[src/bkcr_pkg.sv]
// Package with register map, field layout and encodings of the buck1 control bank
package bkcr_pkg;
	// ----------------------------------------
	// Register offsets
	// ----------------------------------------
	localparam logic [7:0] BKCR_OUTPUT_CONTROL_OFS = 8'hb4;
	localparam logic [7:0] BKCR_SEQUENCING_SLOTS_OFS = 8'hb5;
	localparam logic [7:0] BKCR_HIBERNATE_SETTINGS_OFS = 8'hb6;
	// ----------------------------------------
	// Field positions
	// ----------------------------------------
	localparam int BKCR_CAP_LSB = 14;
	localparam int BKCR_DISOVP_BIT = 11;
	localparam int BKCR_FLOAT_BIT = 10;
	localparam int BKCR_VSEL_LSB = 0;
	localparam int BKCR_ERRACT_LSB = 14;
	localparam int BKCR_ENSLOT_LSB = 10;
	localparam int BKCR_SDSLOT_LSB = 6;
	localparam int BKCR_HIBMODE_LSB = 12;
	localparam int BKCR_HIBTRIG_LSB = 8;
	localparam int BKCR_VIMG_LSB = 0;
	// Writable bit masks of each register
	localparam logic [15:0] BKCR_CTRL_MASK = 16'hcc7f;
	localparam logic [15:0] BKCR_SLOT_MASK = 16'hffc0;
	localparam logic [15:0] BKCR_HIB_MASK = 16'h737f;
	// ----------------------------------------
	// Default values
	// ----------------------------------------
	localparam logic [15:0] BKCR_CTRL_RESET = 16'h000e;
	localparam logic [15:0] BKCR_SLOT_RESET = 16'h0000;
	localparam logic [15:0] BKCR_HIB_RESET = 16'h1006;
	// ----------------------------------------
	// Encodings
	// ----------------------------------------
	localparam logic [6:0] BKCR_VCODE_MAX = 7'h66;
	localparam logic [1:0] BKCR_CAP_UNUSED = 2'h2;
	localparam logic [3:0] BKCR_SLOT_NEVER = 4'h0;
	localparam logic [3:0] BKCR_SLOT_ACTIVE = 4'hf;
	localparam logic [1:0] BKCR_ERR_IGNORE = 2'h0;
	localparam logic [1:0] BKCR_ERR_CONV = 2'h1;
	localparam logic [1:0] BKCR_TRIG_REG = 2'h0;
	localparam logic [1:0] BKCR_TRIG_LP1 = 2'h1;
	localparam logic [1:0] BKCR_TRIG_LP2 = 2'h2;
	typedef enum logic [2:0] {
		BKCR_HIB_KEEP = 3'h0,
		BKCR_HIB_IMG = 3'h1,
		BKCR_HIB_STBY = 3'h2,
		BKCR_HIB_STBY_IMG = 3'h3,
		BKCR_HIB_LDO = 3'h4,
		BKCR_HIB_LDO_IMG = 3'h5,
		BKCR_HIB_RSVD = 3'h6,
		BKCR_HIB_OFF = 3'h7
	} bkcr_hib_t;
endpackage

[src/bkcr_cfg_if.sv]
// Interface carrying the three raw configuration register words between modules
`timescale 1ns/10ps
interface bkcr_cfg_if;
	import bkcr_pkg::*;
	logic [15:0] ctrl;
	logic [15:0] slot;
	logic [15:0] hib;
	modport regs (output ctrl, output slot, output hib);
	modport user (input ctrl, input slot, input hib);
endinterface

[src/bkcr_buck1_ctrl.sv]
// Buck1 control register bank with hibernate, fault and slot decoding
`timescale 1ns/10ps
module bkcr_buck1_ctrl
	import bkcr_pkg::*;
(
	// Clock and reset
	input wire logic clk,
	input wire logic rstn,
	// Register port
	input wire logic [7:0] addr,
	input wire logic [15:0] wdata,
	input wire logic wr,
	input wire logic rd,
	output logic [15:0] rdata,
	// Power state machine
	input wire logic sm_reset,
	input wire logic [15:0] mask_ctrl_reset,
	input wire logic [15:0] mask_slot_reset,
	input wire logic [15:0] mask_hib_reset,
	input wire logic [3:0] seq_startup_slot_now,
	input wire logic seq_enter_active,
	input wire logic [3:0] seq_shutdown_slot_now,
	input wire logic seq_enter_off,
	input wire logic conv_enabled,
	input wire logic active_mode_reg,
	input wire logic sleep_ldo_reg,
	// Hibernate sources
	input wire logic hibernate_reg_bit,
	input wire logic low_power_input_1,
	input wire logic low_power_input_2,
	input wire logic low_power_input_3,
	input wire logic gpio_hibernate_in,
	// Fault
	input wire logic conv_fault,
	// Converter controls
	output logic [6:0] vsel_out,
	output logic [1:0] out_cap_range,
	output logic over_volt_prot_dis,
	output logic discharge_en,
	output logic standby_force,
	output logic ldo_force,
	output logic conv_out_disable,
	output logic hibernating,
	output logic start_req,
	output logic stop_req,
	output logic fault_irq,
	output logic fault_conv_off,
	output logic fault_sys_off,
	output logic cap_code_invalid,
	output logic [7:0] vsel_steps_mv25
);
	// ----------------------------------------
	// Storage
	// ----------------------------------------
	bkcr_cfg_if cfg ();

	bkcr_regfile u_regs (
		.clk(clk),
		.rstn(rstn),
		.sm_reset(sm_reset),
		.mask_ctrl_reset(mask_ctrl_reset),
		.mask_slot_reset(mask_slot_reset),
		.mask_hib_reset(mask_hib_reset),
		.addr(addr),
		.wdata(wdata),
		.wr(wr),
		.cfg(cfg.regs)
	);

	// ----------------------------------------
	// Field decode
	// ----------------------------------------
	// Clamp a voltage code to the highest usable setting
	function automatic logic [6:0] vclamp(input logic [6:0] code);
		vclamp = (code > BKCR_VCODE_MAX) ? BKCR_VCODE_MAX : code;
	endfunction

	wire logic [6:0] normal_voltage_code = cfg.ctrl[BKCR_VSEL_LSB +: 7];
	wire logic [1:0] cap_field = cfg.ctrl[BKCR_CAP_LSB +: 2];
	wire logic float_on_disable = cfg.ctrl[BKCR_FLOAT_BIT];
	wire logic disovp = cfg.ctrl[BKCR_DISOVP_BIT];
	wire logic [1:0] fault_action = cfg.slot[BKCR_ERRACT_LSB +: 2];
	wire logic [3:0] startup_slot = cfg.slot[BKCR_ENSLOT_LSB +: 4];
	wire logic [3:0] shutdown_slot = cfg.slot[BKCR_SDSLOT_LSB +: 4];
	wire logic [2:0] hibernate_behaviour = cfg.hib[BKCR_HIBMODE_LSB +: 3];
	wire logic [1:0] hibernate_source_select = cfg.hib[BKCR_HIBTRIG_LSB +: 2];
	wire logic [6:0] image_voltage_code = cfg.hib[BKCR_VIMG_LSB +: 7];

	// Hibernate source selection
	wire logic hib_sel = (hibernate_source_select == BKCR_TRIG_REG) ? hibernate_reg_bit :
		(hibernate_source_select == BKCR_TRIG_LP1) ? low_power_input_1 :
		(hibernate_source_select == BKCR_TRIG_LP2) ? low_power_input_2 : low_power_input_3;
	wire logic hib_now = hib_sel || gpio_hibernate_in;

	// Hibernate behaviour decode; outside hibernate only the normal settings count
	wire logic use_image = hib_now && (
		hibernate_behaviour == BKCR_HIB_IMG || hibernate_behaviour == BKCR_HIB_STBY_IMG ||
		hibernate_behaviour == BKCR_HIB_LDO_IMG);
	wire logic stby_d = hib_now && (hibernate_behaviour == BKCR_HIB_STBY ||
		hibernate_behaviour == BKCR_HIB_STBY_IMG);
	wire logic ldo_d = hib_now && (hibernate_behaviour == BKCR_HIB_LDO ||
		hibernate_behaviour == BKCR_HIB_LDO_IMG);
	wire logic off_d = hib_now && (hibernate_behaviour == BKCR_HIB_OFF);
	wire logic [6:0] vsel_d = use_image ? vclamp(image_voltage_code) :
		vclamp(normal_voltage_code);
	wire logic enabled_d = conv_enabled && !off_d;
	// Outside hibernate the mode bits of the state machine decide standby again
	wire logic standby_d = stby_d || (!hib_now && !active_mode_reg);

	// Sequencer slot decode
	wire logic start_d = (startup_slot != BKCR_SLOT_NEVER) &&
		((startup_slot == BKCR_SLOT_ACTIVE) ? seq_enter_active :
		(seq_startup_slot_now == startup_slot));
	wire logic sd_at_off = (shutdown_slot == BKCR_SLOT_NEVER) ||
		(shutdown_slot == BKCR_SLOT_ACTIVE);
	wire logic stop_d = sd_at_off ? seq_enter_off : (seq_shutdown_slot_now == shutdown_slot);

	// Fault action decode
	wire logic fconv_d = conv_fault && (fault_action == BKCR_ERR_CONV);
	wire logic fsys_d = conv_fault && (fault_action != BKCR_ERR_IGNORE) &&
		(fault_action != BKCR_ERR_CONV);

	// Read mux
	wire logic [15:0] rd_d = (addr == BKCR_OUTPUT_CONTROL_OFS) ? cfg.ctrl :
		(addr == BKCR_SEQUENCING_SLOTS_OFS) ? cfg.slot :
		(addr == BKCR_HIBERNATE_SETTINGS_OFS) ? cfg.hib : 16'h0000;

	// ----------------------------------------
	// Output registers
	// ----------------------------------------
	// Converter drive
	always_ff @(posedge clk or negedge rstn)
	begin
		if (!rstn)
		begin
			vsel_out <= 7'h00;
			out_cap_range <= 2'h0;
			over_volt_prot_dis <= 1'b0;
			discharge_en <= 1'b0;
			standby_force <= 1'b0;
			ldo_force <= 1'b0;
			conv_out_disable <= 1'b1;
			hibernating <= 1'b0;
			cap_code_invalid <= 1'b0;
			vsel_steps_mv25 <= 8'h00;
		end
		else
		begin
			vsel_out <= vsel_d;
			out_cap_range <= cap_field;
			cap_code_invalid <= (cap_field == BKCR_CAP_UNUSED);
			over_volt_prot_dis <= disovp;
			discharge_en <= !enabled_d && !float_on_disable;
			standby_force <= standby_d;
			ldo_force <= ldo_d || (!hib_now && sleep_ldo_reg);
			conv_out_disable <= !enabled_d;
			hibernating <= hib_now;
			vsel_steps_mv25 <= {1'b0, vsel_d};
		end
	end

	// Sequencer and fault requests, registered one cycle after their conditions and held while they last
	always_ff @(posedge clk or negedge rstn)
	begin
		if (!rstn)
		begin
			start_req <= 1'b0;
			stop_req <= 1'b0;
			fault_irq <= 1'b0;
			fault_conv_off <= 1'b0;
			fault_sys_off <= 1'b0;
		end
		else
		begin
			start_req <= start_d;
			stop_req <= stop_d;
			fault_irq <= conv_fault;
			fault_conv_off <= fconv_d;
			fault_sys_off <= fsys_d;
		end
	end

	// Read data the cycle after the strobe
	always_ff @(posedge clk or negedge rstn)
	begin
		if (!rstn)
			rdata <= 16'h0000;
		else if (rd)
			rdata <= rd_d;
		else
			rdata <= 16'h0000;
	end
endmodule // bkcr_buck1_ctrl

[src/bkcr_regfile.sv]
// Register storage for the three buck1 control words with bus write access
`timescale 1ns/10ps
module bkcr_regfile
	import bkcr_pkg::*;
(
	// Clock and resets
	input wire logic clk,
	input wire logic rstn,
	input wire logic sm_reset,
	input wire logic [15:0] mask_ctrl_reset,
	input wire logic [15:0] mask_slot_reset,
	input wire logic [15:0] mask_hib_reset,
	// Register port
	input wire logic [7:0] addr,
	input wire logic [15:0] wdata,
	input wire logic wr,
	// Fields out
	bkcr_cfg_if.regs cfg
);
	logic [15:0] ctrl_q;
	logic [15:0] slot_q;
	logic [15:0] hib_q;
	wire logic wr_ctrl = wr && (addr == BKCR_OUTPUT_CONTROL_OFS);
	wire logic wr_slot = wr && (addr == BKCR_SEQUENCING_SLOTS_OFS);
	wire logic wr_hib = wr && (addr == BKCR_HIBERNATE_SETTINGS_OFS);

	// Storage; the state machine reset wins over a write
	always_ff @(posedge clk or negedge rstn)
	begin
		if (!rstn)
		begin
			ctrl_q <= BKCR_CTRL_RESET;
			slot_q <= BKCR_SLOT_RESET;
			hib_q <= BKCR_HIB_RESET;
		end
		else if (sm_reset)
		begin
			ctrl_q <= mask_ctrl_reset & BKCR_CTRL_MASK;
			slot_q <= mask_slot_reset & BKCR_SLOT_MASK;
			hib_q <= mask_hib_reset & BKCR_HIB_MASK;
		end
		else
		begin
			if (wr_ctrl)
				ctrl_q <= wdata & BKCR_CTRL_MASK;
			if (wr_slot)
				slot_q <= wdata & BKCR_SLOT_MASK;
			if (wr_hib)
				hib_q <= wdata & BKCR_HIB_MASK;
		end
	end

	assign cfg.ctrl = ctrl_q;
	assign cfg.slot = slot_q;
	assign cfg.hib = hib_q;
endmodule // bkcr_regfile
[config.mk]
export PLATFORM = sky130hd
export DESIGN_NAME = bkcr_buck1_ctrl
export DESIGN_NICKNAME = d
export VERILOG_FILES = /design/src/bkcr_pkg.sv /design/src/bkcr_cfg_if.sv /design/src/bkcr_buck1_ctrl.sv /design/src/bkcr_regfile.sv
export SDC_FILE = /design/constraint.sdc
export NUM_CORES = 1
export LEC_CHECK = 0
export ABC_AREA = 1
export CAP_MARGIN = 20
export CORE_AREA = 2 2 90 83
export DETAILED_ROUTE_END_ITERATION = 8
export DIE_AREA = 0 0 92 85
export DONT_BUFFER_PORTS = 1
export PLACE_DENSITY = 0.64
export SLEW_MARGIN = 20
export SYNTH_ARGS = -nofsm -noshare
export SYNTH_HDL_FRONTEND = slang
export SYNTH_SLANG_ARGS = --single-unit
[constraint.sdc]
create_clock -name clk -period 1.8 [get_ports clk]
set_input_delay 0.27 -clock clk [delete_from_list [all_inputs] [get_ports clk]]
set_output_delay 0.27 -clock clk [all_outputs]
set_load 0.01 [all_outputs]
==> flow_summary.toml <==
[clocking]
numCtsBuffers = 9
insertion_delay_ps = 350
clock_sinks = 70
cts_max_level = 3
post_cts_buffers = 0
clk_path_buf_depth = 2
post_cts_resized = 0
clkTransAtPathRegs_ps = 70
root_buffer = "clkbuf_8"
cts_hold_buf = 2
cts_tree = "built"

[critical_path]
worstPathRequired_ps = 2040
path_delay_family = "simple AND/OR/NAND/NOR gates"
crit_top_cell = "nand2_1"
end_kind = "register"
critical_path.max_fanout = 7
cp_slowest_cell = "dfrtp_1"
worstPathArrival_ps = 1670
cpPeakStageDelay_ps = 440
path_cells = "inv_1, nand2_1, nand3_1, nand2_1, nand2_1, nand2_1, nand2_1, nand2_1"
r2r_slack_ps = 370
crit_buf_inv = 1
criticalPathCategory = "reg -> reg"
startpoint_type = "register"

[detailed_routing]
num_vias = 2871
drt_iter0_markers = 119
dr_wl_met2_um = 3385
met1Wirelength_um = 4009
drtPass1Iterations = 4
highest-signal-layer = "met4"
ant_nets = 0
routed-wl-met3_um = 607
routed_wl_um = 8096
drc_errors = 0
avgRoutedWirePerCell_um = 14.69
viasPerCell = 5.211

[global_routing]
grt_pass1_wl_um = 12640
grt_use_total_pct = 21.24
gr-total-overflow = 0
grt_max_degree = 71
antenna_found_initial = 0
first_global_vias = 2519

[sta]
holdWs_ps = -390.7
report.final.slew_viol_count = 0
max_freq_mhz = 698.2
rsz0062_at_grt = "false"
tns_ps = 0
fin_worst_skew_ps = 7.345
fin_crit_ps = 1432
fin_crit_sh_pct = 79.57
finalHoldViolCount = 70
setup_violations = 0

[power_and_ir_drop]
netSwitchingFraction_pct = 26.92
pwr_density_cell_nw_per_um2 = 974.0
p_int_mw = 2.698
p_seq_share_pct = 51.8
combPwrFrac_pct = 10.4
switching_power_uw = 993.6
ir_drop_mv = 0.4348
power_leakage_nw = 1.990
p_clk_share_pct = 37.7

[placement]
place_area_sq_um = 3553
portBuffers = 0
dp_hpwl_um = 6074
gp_congestion = 0.8584

[synth]
ys_seq_area_share_pct = 50.23
syn-cell-area_sq_um = 3505
synth_async_sr_flop_share_pct = 100.0
synthTopCellsByCount = "nand2_1, nand3_1, dfrtp_1, inv_1, a21oi_1"
synthCells = 457
synth_nets = 553
synth.area.top_cells = "dfrtp_1, nand2_1, nand3_1, dfstp_2, a21oi_1"
ys.flop_type = "dfrtp_1"
ys_ff_latch = 70
synth_top_area_share_pct = 44.98
yosysMostFrequentCell = "nand2_1"
yosys.area.top_type = "dfrtp_1"
ys_warn_count = 0
ys_types = 26
synth-edff-count = 0
avgSynthCellArea_sq_um = 7.669

[cells_and_area]
areaGrowthSynthToFinish_pct = 8.140
fill_cells = 649
drive_gt1_share_pct = 8.297
insertedDiodeCount = 0
fin_nets = 549
design_area_sq_um = 3790

[die]
rows = 29
die-width_um = 92
die_area_sq_um = 7820
start_util_pct = 50.83
dieHeight_um = 85
pin_count = 141
core_area_sq_um = 6894

[flow_run]
max-cap-violations = 0

[outcome]
outcome = "finished with violations"
violations = "hold timing"

[hold_path]
hold_path.class = "in -> async"
[layer usage]
layer / GRT usage (%) / vias up
met5: 0 / -
met4: 8.684 / 0
met3: 3.996 / 8
met2: 29.68 / 109
met1: 32.52 / 1308
li1: - / 1446
[kinds of logic (layout without fill, tap and decap cells)]
| logic type | Yosys count | count (layout) | synth area share [%] |
|---|---|---|---|
| flip-flops | 70 | 70 | 50.23 |
| AND/OR/NAND/NOR | 301 | 301 | 36.92 |
| AO/OA/AOI/OAI | 25 | 25 | 3.784 |
| other | 1 | 1 | 0.1070 |
| buffers and inverters | 52 | 53 | 6.962 |
| XOR/XNOR | 8 | 8 | 1.999 |
[layout by cell type (no fill, tap or decap)]
cell	count
nor3_1	1
nor3_4	2
conb_1	1
bufinv_16	2
nand3_2	1
clkinvlp_4	1
and3b_1	1
inv_1	22
nand3b_1	3
nand2_2	1
dfrtp_1	63
clkbuf_1	3
clkinv_1	1
a21oi_1	18
nand4_1	2
nand3_1	79
dfstp_2	7
xor2_1	6
o211ai_1	2
nor2_1	11
nand2_1	198
clkbuf_8	10
nor2_2	1
o21ai_0	4
dlygate4sd3_1	2
buf_4	12
a21boi_0	1
nor3_2	1
xnor2_1	2
[power by group through the flow]
stage          Sequential (mW)  Combinational (mW)  Clock (mW)
2_1_floorplan             1.87               0.377           0
3_3_place_gp              1.94               0.372           0
3_5_place_dp              1.94               0.382           0
4_1_cts                   1.91               0.389        1.41
5_1_grt                   1.93               0.454        1.48
6_report                  1.91               0.386        1.39
[area by class of cell]
type / count / area, sq um / share of cell area, %
clock inverters: 3 / 67.56 / 1.783
well taps: 93 / 116.4 / 3.070
repair buffers: 14 / 110.1 / 2.905
flip-flops and latches: 70 / 1760 / 46.45
clock buffers: 13 / 148.9 / 3.929
multi-input cells: 335 / 1500 / 39.58
inverters: 23 / 86.33 / 2.278
[metrics by stage]
step | cells | hold WS (ps) | setup slack, ps | util [%] | total power [mW]
after detailed placement | 533 | -23.60 | 383.8 | 51.54 | 2.324
final | 551 | -390.7 | 367.7 | 54.97 | 3.691
after global routing | 551 | -405.3 | 210.1 | 54.97 | 3.863
after floorplan | 457 | -25.59 | 433.8 | - | 2.247
after CTS | 551 | -406.0 | 357.0 | 54.97 | 3.714
after global placement | 533 | -23.62 | 414.9 | 51.54 | 2.310
[flip-flops by register name, summed over array words and instances, names as in the netlist]
signal and count:
fault_sys_off 1, u_regs.cfg.hib 12, out_cap_range 2, vsel_steps_mv25 7
fault_irq 1, cap_code_invalid 1, stop_req 1, rdata 16
ldo_force 1, fault_conv_off 1, conv_out_disable 1, u_regs.cfg.slot 10
standby_force 1, over_volt_prot_dis 1, discharge_en 1, u_regs.cfg.ctrl 11
start_req 1, hibernating 1
[path summary, 6_finish.rpt]
check                                                startpoint                              to  cells past startpoint
worst min register to register  u_regs.cfg.ctrl[11]$_DFFE_PN0P_    over_volt_prot_dis$_DFF_PN0_                      0
min in group clk                                     conv_fault         fault_sys_off$_DFF_PN0_                      2
worst max-delay path              u_regs.cfg.hib[8]$_DFFE_PN0P_    vsel_steps_mv25[3]$_DFF_PN0_                      8
worst min-delay path                                       rstn             fault_irq$_DFF_PN0_                      0
worst max register to register    u_regs.cfg.hib[8]$_DFFE_PN0P_    vsel_steps_mv25[3]$_DFF_PN0_                      8
max in group asynchronous                                  rstn  u_regs.cfg.hib[12]$_DFFE_PN1P_                      0
No activity file was read; power rests on OpenSTA's default activity.
